==> src/verilog/mps_pkg.sv <==
// Constants and types shared by the maintenance port command block.
package mps_pkg;

  ////////////////////////////////////////////////////////////////////////////
  // Payload geometry.
  localparam int          PAY_W     = 64;    // Payload width in bits.
  localparam int          LEN_W     = 4;     // Width of the received byte count.
  localparam logic [3:0]  PAY_LEN   = 4'h8;  // Bytes in a well-formed payload.
  localparam int          BY_RSVD   = 0;     // Reserved byte.
  localparam int          BY_TYPE   = 1;     // Message type byte.
  localparam int          BY_OPC    = 2;     // Opcode byte.
  localparam int          BY_UNUSED = 3;     // First unused byte of a command.
  localparam int          BY_STH    = 4;     // Status code high byte.
  localparam int          BY_STL    = 5;     // Status code low byte.
  localparam int          BY_OPND   = 7;     // Operand byte of this command.

  ////////////////////////////////////////////////////////////////////////////
  // Field values.
  localparam logic [7:0]  BYTE_ZERO   = 8'h00;  // Reserved and unused bytes.
  localparam logic [7:0]  MSG_TYPE2   = 8'h02;  // Explicit message type.
  localparam logic [7:0]  OPC_MPORT   = 8'hff;  // Maintenance port control.
  localparam logic [7:0]  OPND_REOPEN = 8'h00;  // Reopen for the next host.
  localparam logic [7:0]  OPND_CLOSE  = 8'h01;  // Close, reset and yield.
  localparam logic [7:0]  EXT_NONE    = 8'h00;  // No extended status defined.

  ////////////////////////////////////////////////////////////////////////////
  // General status codes.
  localparam logic [7:0] GS_SUCCESS    = 8'h00;
  localparam logic [7:0] GS_CONN_FAIL  = 8'h01;
  localparam logic [7:0] GS_NO_RESRC   = 8'h02;
  localparam logic [7:0] GS_PATH_SEG   = 8'h04;
  localparam logic [7:0] GS_PATH_DEST  = 8'h05;
  localparam logic [7:0] GS_PARTIAL    = 8'h06;
  localparam logic [7:0] GS_CONN_LOST  = 8'h07;
  localparam logic [7:0] GS_NO_SERVICE = 8'h08;
  localparam logic [7:0] GS_BAD_ATTR   = 8'h09;
  localparam logic [7:0] GS_ATTR_LIST  = 8'h0a;
  localparam logic [7:0] GS_ALREADY    = 8'h0b;
  localparam logic [7:0] GS_OBJ_STATE  = 8'h0c;
  localparam logic [7:0] GS_OBJ_EXISTS = 8'h0d;
  localparam logic [7:0] GS_NOT_SET    = 8'h0e;
  localparam logic [7:0] GS_PRIVILEGE  = 8'h0f;
  localparam logic [7:0] GS_DEV_STATE  = 8'h10;
  localparam logic [7:0] GS_REPLY_BIG  = 8'h11;
  localparam logic [7:0] GS_FRAGMENT   = 8'h12;
  localparam logic [7:0] GS_TOO_LITTLE = 8'h13;
  localparam logic [7:0] GS_ATTR_NOSUP = 8'h14;
  localparam logic [7:0] GS_TOO_MUCH   = 8'h15;
  localparam logic [7:0] GS_NO_OBJECT  = 8'h16;
  localparam logic [7:0] GS_NO_FRAGSEQ = 8'h17;
  localparam logic [7:0] GS_NO_STORED  = 8'h18;
  localparam logic [7:0] GS_STORE_FAIL = 8'h19;
  localparam logic [7:0] GS_BAD_PARAM  = 8'h20;

  // Error flag inputs, lowest index wins; path faults come first since
  // path processing stops at them.
  localparam int NUM_ERR = 21;
  localparam logic [7:0] ERR_CODE [NUM_ERR] = '{
    GS_PATH_SEG, GS_PATH_DEST, GS_CONN_FAIL, GS_CONN_LOST, GS_NO_RESRC,
    GS_PRIVILEGE, GS_DEV_STATE, GS_OBJ_STATE, GS_NO_OBJECT, GS_OBJ_EXISTS,
    GS_ATTR_NOSUP, GS_NOT_SET, GS_BAD_ATTR, GS_ATTR_LIST, GS_FRAGMENT,
    GS_NO_FRAGSEQ, GS_NO_STORED, GS_STORE_FAIL, GS_PARTIAL, GS_REPLY_BIG,
    GS_BAD_PARAM};

  ////////////////////////////////////////////////////////////////////////////
  // State encodings, Gray on each step except 11 to 00 and free to closed, which flip two bits.
  typedef enum logic [1:0] {
    CMD_IDLE    = 2'b00,
    CMD_DECODE  = 2'b01,
    CMD_RESPOND = 2'b11
  } mps_cmd_state_type;

  typedef enum logic [1:0] {
    PORT_FREE   = 2'b00,
    PORT_HELD   = 2'b01,
    PORT_CLOSED = 2'b11
  } mps_port_state_type;

endpackage

==> src/verilog/mps_status_enc.sv <==
// Priority encoder from service error flags to a general status code.
`timescale 1ns/1ps
`default_nettype none
module mps_status_enc #(
  parameter int N = mps_pkg::NUM_ERR  // Number of error flags.
) (
  input  wire logic [N-1:0] flags,  // Error conditions, active high.
  output logic              hit,    // Some flag is set.
  output logic [7:0]        code    // Code of the winning flag.
);

  ////////////////////////////////////////////////////////////////////////////
  // Lowest set index wins; scanning downward lets it overwrite the rest.
  function automatic logic [7:0] pick(input logic [N-1:0] f);
    logic [7:0] c;
    c = mps_pkg::GS_SUCCESS;
    for (int i = N - 1; i >= 0; i--) begin
      if (f[i]) begin
        c = mps_pkg::ERR_CODE[i];
      end
    end
    return c;
  endfunction

  // Combinational; the caller registers the result.
  always_comb begin
    hit  = |flags;
    code = pick(flags);
  end

endmodule // mps_status_enc
`default_nettype wire

==> src/verilog/mps_port_ctl.sv <==
// Maintenance port state: free, held by one host, or closed.
`timescale 1ns/1ps
`default_nettype none
module mps_port_ctl (
  input  wire logic                        clk,        // System clock.
  input  wire logic                        rst_n,      // Synchronous reset, low.
  input  wire logic                        close_req,  // Close and yield, pulse.
  input  wire logic                        open_req,   // Reopen, pulse.
  input  wire logic                        conn_req,   // Host connect attempt, pulse.
  input  wire logic                        conn_drop,  // Host leaves, pulse.
  output mps_pkg::mps_port_state_type      state,      // Current port state.
  output logic                             conn_ack,   // Attempt accepted, pulse.
  output logic                             conn_nak    // Attempt refused, pulse.
);

  mps_pkg::mps_port_state_type next_state;  // Next port state.
  logic                        next_ack;    // Next accept pulse.
  logic                        next_nak;    // Next refuse pulse.

  ////////////////////////////////////////////////////////////////////////////
  // Close beats a same-cycle attempt so a yielding host cannot be replaced
  // by a racing connect before the reopen.
  always_comb begin
    next_state = state;
    next_ack   = 1'b0;
    next_nak   = 1'b0;
    case (state)
      mps_pkg::PORT_FREE: begin
        if (close_req) begin
          next_state = mps_pkg::PORT_CLOSED;
          next_nak   = conn_req;
        end else if (conn_req) begin
          next_state = mps_pkg::PORT_HELD;
          next_ack   = 1'b1;
        end
      end
      mps_pkg::PORT_HELD: begin
        next_nak = conn_req;
        if (close_req) begin
          next_state = mps_pkg::PORT_CLOSED;
        end else if (conn_drop) begin
          next_state = mps_pkg::PORT_FREE;
        end
      end
      mps_pkg::PORT_CLOSED: begin
        next_nak = conn_req;
        if (open_req) begin
          next_state = mps_pkg::PORT_FREE;
        end
      end
      default: begin
        next_state = mps_pkg::PORT_FREE;
      end
    endcase
  end

  // Registers only.
  always_ff @(posedge clk) begin
    if (!rst_n) begin
      state    <= mps_pkg::PORT_FREE;
      conn_ack <= 1'b0;
      conn_nak <= 1'b0;
    end else begin
      state    <= next_state;
      conn_ack <= next_ack;
      conn_nak <= next_nak;
    end
  end

endmodule // mps_port_ctl
`default_nettype wire

==> src/verilog/mps_maint_port.sv <==
// Command interpreter for maintenance port control and status replies.
//
// Function
// - Command is eight bytes: type 2, opcode FF.
// - Operand one closes port, yields current host.
// - Reply: type 2, opcode echo, status bytes 4-5.
// - Closed port refuses hosts until operand zero.
// - Successful service reports general status zero.
// - Codes 01, 02, 07 for connection faults.
// - Invalid parameter reported as 0x20, not 03.
// - Path faults stop processing: codes 04, 05.
// - State codes 0B, 0C and 10.
// - Size codes 06, 11, 13, 15.
// - Attribute codes 09, 0E, 14, 0A.
// - Object codes 08, 0D, 16.
// - Codes 0F, 12, 17, 18, 19.
// - Extended status undefined, so reported as reserved.
// - One maintenance host at a time.
`timescale 1ns/1ps
`default_nettype none
module mps_maint_port #(
  parameter int N_ERR = mps_pkg::NUM_ERR  // Service error flag count.
) (
  input  wire logic                        MCLK,       // System clock, 100 MHz.
  input  wire logic                        RST_N,      // Synchronous reset, low.
  input  wire logic                        CMD_VALID,  // Command payload offered.
  input  wire logic [mps_pkg::PAY_W-1:0]   CMD_DATA,   // Payload, byte 0 low.
  input  wire logic [mps_pkg::LEN_W-1:0]   CMD_LEN,    // Bytes actually received.
  input  wire logic [N_ERR-1:0]            CMD_ERR,    // Service error flags.
  output logic                             CMD_READY,  // Command accepted when high.
  output logic                             RSP_VALID,  // Reply payload offered.
  output logic [mps_pkg::PAY_W-1:0]        RSP_DATA,   // Reply payload.
  input  wire logic                        RSP_READY,  // Reply taken when high.
  input  wire logic                        CONN_REQ,   // Host connect attempt.
  input  wire logic                        CONN_DROP,  // Host disconnects.
  output logic                             CONN_ACK,   // Attempt accepted, pulse.
  output logic                             CONN_NAK,   // Attempt refused, pulse.
  output logic                             PORT_OPEN,  // Port accepts a host.
  output logic                             HOST_HELD   // A host owns the port.
);

  ////////////////////////////////////////////////////////////////////////////
  // Declarations.

  // Command sequencer state and its next values.
  mps_pkg::mps_cmd_state_type       state;           // Sequencer state.
  mps_pkg::mps_cmd_state_type       next_state;      // Next sequencer state.
  logic [mps_pkg::PAY_W-1:0]        cmd;             // Captured payload.
  logic [mps_pkg::PAY_W-1:0]        next_cmd;        // Next captured payload.
  logic [mps_pkg::LEN_W-1:0]        len;             // Captured byte count.
  logic [mps_pkg::LEN_W-1:0]        next_len;        // Next byte count.
  logic [N_ERR-1:0]                 err;             // Captured error flags.
  logic [N_ERR-1:0]                 next_err;        // Next error flags.
  logic                             next_cmd_ready;  // Next ready level.
  logic                             next_rsp_valid;  // Next reply valid.
  logic [mps_pkg::PAY_W-1:0]        next_rsp_data;   // Next reply payload.
  logic                             do_close;        // Close pulse to port.
  logic                             next_do_close;   // Next close pulse.
  logic                             do_open;         // Reopen pulse to port.
  logic                             next_do_open;    // Next reopen pulse.

  // Decode results, combinational from the captured command.
  logic [7:0]                       dec_code;        // General status chosen.
  logic                             dec_close;       // Command closes port.
  logic                             dec_open;        // Command reopens port.
  logic                             zeros_ok;        // Reserved and unused bytes all zero.
  logic                             enc_hit;         // A service error is set.
  logic [7:0]                       enc_code;        // Its status code.

  // Port state from the port controller.
  mps_pkg::mps_port_state_type      port_state;      // Free, held or closed.
  logic                             next_port_open;  // Next open indication.
  logic                             next_host_held;  // Next held indication.

  ////////////////////////////////////////////////////////////////////////////
  // Helpers.

  // Byte lane select, used for every field of the payload.
  function automatic logic [7:0] get_byte(input logic [mps_pkg::PAY_W-1:0] d,
                                          input int idx);
    return d[idx*8 +: 8];
  endfunction

  ////////////////////////////////////////////////////////////////////////////
  // Submodules.

  // Error flags to general status, lowest flag index first.
  mps_status_enc #(
    .N     (N_ERR)
  ) u_enc (
    .flags (err),
    .hit   (enc_hit),
    .code  (enc_code)
  );

  // The port keeps its own state so connect attempts are judged even while
  // a command is being decoded.
  mps_port_ctl u_port (
    .clk       (MCLK),
    .rst_n     (RST_N),
    .close_req (do_close),
    .open_req  (do_open),
    .conn_req  (CONN_REQ),
    .conn_drop (CONN_DROP),
    .state     (port_state),
    .conn_ack  (CONN_ACK),
    .conn_nak  (CONN_NAK)
  );

  ////////////////////////////////////////////////////////////////////////////
  // Decode of the captured command.

  // Checks run from framing outward to the operand, so a short or long
  // payload is never mistaken for an operand error.
  always_comb begin
    dec_code  = mps_pkg::GS_SUCCESS;
    dec_close = 1'b0;
    dec_open  = 1'b0;
    zeros_ok  = (get_byte(cmd, mps_pkg::BY_RSVD) == mps_pkg::BYTE_ZERO);
    for (int b = mps_pkg::BY_UNUSED; b < mps_pkg::BY_OPND; b++) begin
      // Bytes 3 to 6 carry nothing for this opcode.
      if (get_byte(cmd, b) != mps_pkg::BYTE_ZERO) begin
        zeros_ok = 1'b0;
      end
    end
    if (len < mps_pkg::PAY_LEN) begin
      dec_code = mps_pkg::GS_TOO_LITTLE;
    end else if (len > mps_pkg::PAY_LEN) begin
      dec_code = mps_pkg::GS_TOO_MUCH;
    end else if (get_byte(cmd, mps_pkg::BY_TYPE) != mps_pkg::MSG_TYPE2 ||
                 get_byte(cmd, mps_pkg::BY_OPC) != mps_pkg::OPC_MPORT) begin
      // Only the port control service lives here.
      dec_code = mps_pkg::GS_NO_SERVICE;
    end else if (!zeros_ok) begin
      dec_code = mps_pkg::GS_BAD_PARAM;
    end else if (get_byte(cmd, mps_pkg::BY_OPND) != mps_pkg::OPND_CLOSE &&
                 get_byte(cmd, mps_pkg::BY_OPND) != mps_pkg::OPND_REOPEN) begin
      // Unknown operand leaves the port alone.
      dec_code = mps_pkg::GS_BAD_PARAM;
    end else if (enc_hit) begin
      // A fault reported by the rest of the device blocks the action.
      dec_code = enc_code;
    end else if (get_byte(cmd, mps_pkg::BY_OPND) == mps_pkg::OPND_CLOSE) begin
      if (port_state == mps_pkg::PORT_CLOSED) begin
        dec_code = mps_pkg::GS_ALREADY;
      end else begin
        dec_close = 1'b1;
      end
    end else begin
      // Reopen only from closed; an open port is already in that state.
      if (port_state == mps_pkg::PORT_CLOSED) begin
        dec_open = 1'b1;
      end else begin
        dec_code = mps_pkg::GS_ALREADY;
      end
    end
  end

  ////////////////////////////////////////////////////////////////////////////
  // Command sequencer: capture, decode, hold reply until taken.

  // One command is in flight at a time; CMD_READY stays low from capture
  // until the reply is taken, which is the only back-pressure needed.
  always_comb begin
    next_state     = state;
    next_cmd       = cmd;
    next_len       = len;
    next_err       = err;
    next_cmd_ready = CMD_READY;
    next_rsp_valid = RSP_VALID;
    next_rsp_data  = RSP_DATA;
    next_do_close  = 1'b0;
    next_do_open   = 1'b0;
    case (state)
      mps_pkg::CMD_IDLE: begin
        // Take a command whenever one is offered.
        if (CMD_VALID && CMD_READY) begin
          next_cmd       = CMD_DATA;
          next_len       = CMD_LEN;
          next_err       = CMD_ERR;
          next_cmd_ready = 1'b0;
          next_state     = mps_pkg::CMD_DECODE;
        end
      end
      mps_pkg::CMD_DECODE: begin
        // Build the reply; every byte not named is zero.
        next_rsp_data = '0;
        next_rsp_data[mps_pkg::BY_TYPE*8 +: 8] = mps_pkg::MSG_TYPE2;
        next_rsp_data[mps_pkg::BY_OPC*8 +: 8] =
          get_byte(cmd, mps_pkg::BY_OPC);
        next_rsp_data[mps_pkg::BY_STH*8 +: 8] = mps_pkg::EXT_NONE;
        next_rsp_data[mps_pkg::BY_STL*8 +: 8] = dec_code;
        next_rsp_valid = 1'b1;
        next_do_close  = dec_close;
        next_do_open   = dec_open;
        next_state     = mps_pkg::CMD_RESPOND;
      end
      mps_pkg::CMD_RESPOND: begin
        // Hold the reply steady until the host side takes it.
        if (RSP_READY) begin
          next_rsp_valid = 1'b0;
          next_cmd_ready = 1'b1;
          next_state     = mps_pkg::CMD_IDLE;
        end
      end
      default: begin
        next_rsp_valid = 1'b0;
        next_cmd_ready = 1'b1;
        next_state     = mps_pkg::CMD_IDLE;
      end
    endcase
  end

  // Registers only.
  always_ff @(posedge MCLK) begin
    if (!RST_N) begin
      state     <= mps_pkg::CMD_IDLE;
      cmd       <= '0;
      len       <= '0;
      err       <= '0;
      CMD_READY <= 1'b1;
      RSP_VALID <= 1'b0;
      RSP_DATA  <= '0;
      do_close  <= 1'b0;
      do_open   <= 1'b0;
    end else begin
      state     <= next_state;
      cmd       <= next_cmd;
      len       <= next_len;
      err       <= next_err;
      CMD_READY <= next_cmd_ready;
      RSP_VALID <= next_rsp_valid;
      RSP_DATA  <= next_rsp_data;
      do_close  <= next_do_close;
      do_open   <= next_do_open;
    end
  end

  ////////////////////////////////////////////////////////////////////////////
  // Port indications.

  // Registered copies so the top outputs come from flip-flops; they trail
  // the port state by one cycle, which a host polling them never notices.
  always_comb begin
    next_port_open = (port_state == mps_pkg::PORT_FREE);
    next_host_held = (port_state == mps_pkg::PORT_HELD);
  end

  // Registers only.
  always_ff @(posedge MCLK) begin
    if (!RST_N) begin
      PORT_OPEN <= 1'b1;
      HOST_HELD <= 1'b0;
    end else begin
      PORT_OPEN <= next_port_open;
      HOST_HELD <= next_host_held;
    end
  end

endmodule // mps_maint_port
`default_nettype wire

==> config.mk <==
export PLATFORM = sky130hd
export DESIGN_NAME = mps_maint_port
export DESIGN_NICKNAME = d
export VERILOG_FILES = /design/src/verilog/mps_pkg.sv /design/src/verilog/mps_status_enc.sv /design/src/verilog/mps_port_ctl.sv /design/src/verilog/mps_maint_port.sv
export SDC_FILE = /design/constraint.sdc
export NUM_CORES = 1
export LEC_CHECK = 0
export BUFFER_PORTS_ARGS = -buffer_cell sky130_fd_sc_hd__buf_2
export CORE_MARGIN = 2
export CORE_UTILIZATION = 45
export CTS_BUF_LIST = sky130_fd_sc_hd__clkbuf_4
export DETAILED_ROUTE_END_ITERATION = 8
export HOLD_SLACK_MARGIN = 0.1
export PLACE_DENSITY = 0.8
export REMOVE_ABC_BUFFERS = 1
export SLEW_MARGIN = 25
export SYNTH_ARGS = -nofsm -noshare
export SYNTH_HDL_FRONTEND = slang
export SYNTH_SLANG_ARGS = --single-unit
==> constraint.sdc <==
create_clock -name MCLK -period 2.2 [get_ports MCLK]
set_clock_uncertainty 0.1 [all_clocks]
set_input_delay 0.11 -clock MCLK [delete_from_list [all_inputs] [get_ports MCLK]]
set_output_delay 0.11 -clock MCLK [all_outputs]
set_load 0.03 [all_outputs]
==> flow_summary.yaml <==
critical_path:
  end_kind: "register"
  worst-path-max-fanout: 3
  arrival_ns: 2.53
  r2r-start: "cmd[11]"
  startpoint_type: "register"
  rr_worst_depth: 5
  required_ns: 2.54
  critPathKind: "register to register"
  reg2reg_to: "do_open"
  reg2reg_slack_ns: 0.007
sta:
  worstMarginPinSlew_ns: 0.671
  holdWs_ns: 0.259
  slew_headroom_pct: 54.1
  hold_viol: 0
  max_freq_mhz: 456
  maxSlewViolCount: 0
  setup_viol: 0
  post-route-period-util_pct: 99.7
  fin_tns_setup_ns: 0
  post-route-min-period_ns: 2.19
yosys:
  synth-seq-cells: 116
  ys_seq_area_share_pct: 44.9
  ys_top_cells_by_count: "212 x nand2_1, 116 x dfxtp_1, 97 x a21boi_0"
  synth_top_area_share_pct: 44.9
  synthCells: 644
  avgSynthCellArea_um2: 8.04
  ys_warn_count: 0
  synthFlopType: "dfxtp_1"
  synth.largest_area_cell: "dfxtp_1"
  synth.distinct_cells: 47
  yosys.cell_count.top_type: "nand2_1"
  synth_edf_count: 0
  async_flop_share_pct: 0
  syn_area_um2: 5170
  synth.area.top_cells: "dfxtp_1 45%, nand2_1 15%, a21boi_0 14%"
floorplan:
  die_area_um2: 12400
  num_rows: 39
  initial_core_util_pct: 45.7
  die_h_um: 111
  boundaryPins: 165
  die_w_um: 111
  coreArea_um2: 11300
clocking:
  cts_max_path_buffers: 2
  clk_pin_slew_ns: 0.10
  cts_htree_levels: 4
  clock-sinks: 116
  cts_tree: "yes"
  clk_latency_ns: 0.51
  cts_made_buffers: 17
  root_buffer: "clkbuf_4"
cells_and_area:
  fill_cells: 959
  drive_above_1_share_pct: 20.0
  final_nets: 956
  syn_to_final_growth_pct: 36.4
global_route:
  grt.total_usage_pct: 22.4
  grt_pass1_vias: 4931
  antenna_found_initial: 1
  grt_first_pass_wirelength_mm: 22.5
  grt_max_degree: 90
  overflow: 0
hold_path:
  holdPathEnd: "state[1]"
  min_from: "RSP_READY"
  holdPathStages: 3
  hp-class: "primary input to register"
placed_design:
  numPortBuffers: 115
  hpwlAfterDp_mm: 8.01
  routabilityCongestion: 0.815
pwr:
  ir_worst_vdd_uv: 539
  p_per_area_nw_per_um2: 669
  p_leak_uw: 0.00293
drt:
  postRouteAntennaNets: 0
  post-route-drc-count: 0
  via_per_inst: 4.90
  vias: 4981
  drtIter0Drc: 265
  drt_first_pass_iters: 4
  finalWirelength_mm: 13.9
  wire_per_inst_um: 13.6
status:
  status: "completed"
run:
  maxCapViolCount: 0
cell usage in the layout (no fill, tap or decap), types with 9 or more instances in the layout:
cell | synthesis | final
conb_1 | 1 | 49
nand2_1 | 212 | 212
buf_2 | 0 | 115
dlygate4sd3_1 | 0 | 102
buf_4 | 49 | 12
a21oi_1 | 9 | 9
nand4_1 | 9 | 9
a21boi_0 | 97 | 97
dfxtp_1 | 116 | 116
nor3_1 | 13 | 11
nor4_1 | 16 | 14
clkbuf_4 | 0 | 18
o21ai_0 | 12 | 12
nor2_1 | 18 | 18
per-layer routing:
metal / wire length [um] / vias up / GRT usage, %
li1: - / 2510 / -
met1: 5770 / 2275 / 25.1
met2: 7000 / 162 / 40.0
met3: 680 / 34 / 5.03
met4: 408 / 0 / 10.9
met5: 0 / - / 0
stage by stage:
stage	power [uW]	std cells	utilization [%]	area [um2]	worst slack [ns]
after floorplan	3030	609	-	4860	-3.31
after global placement	3340	881	50.8	5750	0.00897
after detailed placement	3350	881	50.8	5750	-0.0615
after CTS	4680	1013	61.7	6980	0.0327
after global routing	5000	1016	62.3	7060	-0.0646
final	4720	1016	62.3	7060	0.00694
sequential cells by signal, indices dropped and copies added, names as in the netlist:
| signal | count |
|---|---|
| CMD_READY | 1 |
| u_port.conn_ack | 1 |
| do_open | 1 |
| RSP_VALID | 1 |
| state | 2 |
| PORT_OPEN | 1 |
| RSP_DATA | 15 |
| len | 4 |
| u_port.conn_nak | 1 |
| HOST_HELD | 1 |
| do_close | 1 |
| u_port.state | 2 |
| cmd | 64 |
| err | 21 |
cell type report:
cell class / instances / area, um2 / share of cell area [%]
clock inverter: 12 / 68.8 / 0.975
multi-input combinational: 488 / 2560 / 36.2
timing repair buffer: 233 / 1770 / 25.1
antenna: 1 / 2.50 / 0.0355
tap: 143 / 179 / 2.54
inverter: 5 / 18.8 / 0.266
clock buffer: 18 / 135 / 1.91
sequential: 116 / 2320 / 32.9
critical path, cell delays in order (launching register included):
cell and delay [ns]:
dfxtp_1 0.32, or4_1 0.51, or4_4 0.53, nor4_2 0.35, nand4_1 0.19, nor3_2 0.14
where the power goes:
group | internal [uW] | leakage (uW) | switching (uW)
Clock | 425 | 0.000112 | 779
Combinational | 490 | 0.00187 | 661
Sequential | 2250 | 0.000948 | 114
worst max path at each step:
| stage | depth (start not counted) | end | from |
|---|---|---|---|
| final | 5 | do_open | cmd[11] |
| after global routing | 5 | do_open | cmd[11] |
| after CTS | 5 | RSP_DATA[44] | cmd[11] |
| after detailed placement | 5 | do_open | cmd[8] |
| after global placement | 5 | do_close | cmd[8] |
| after floorplan | 4 | cmd[0] | CMD_READY |
logic make-up after synthesis:
kind of cell,Yosys count,share of synthesized area (%)
compound gates,137,19.2
buf+inv,88,9.94
flops,116,44.9
other cells,1,0.0725
simple gates,302,25.9
what timing repair did:
| action | 4_1_cts | 5_1_grt |
|---|---|---|
| setup buffers | 0 | 1 |
| hold buffers | 102 | 0 |
| hold endpoints to repair | 108 | 0 |
| gates cloned | 0 | 1 |
| setup endpoints to repair | 3 | 13 |
| gates resized for setup | 1 | 9 |
| pin swaps | 1 | 2 |
Note: power is estimated with default switching activity, not from simulation.
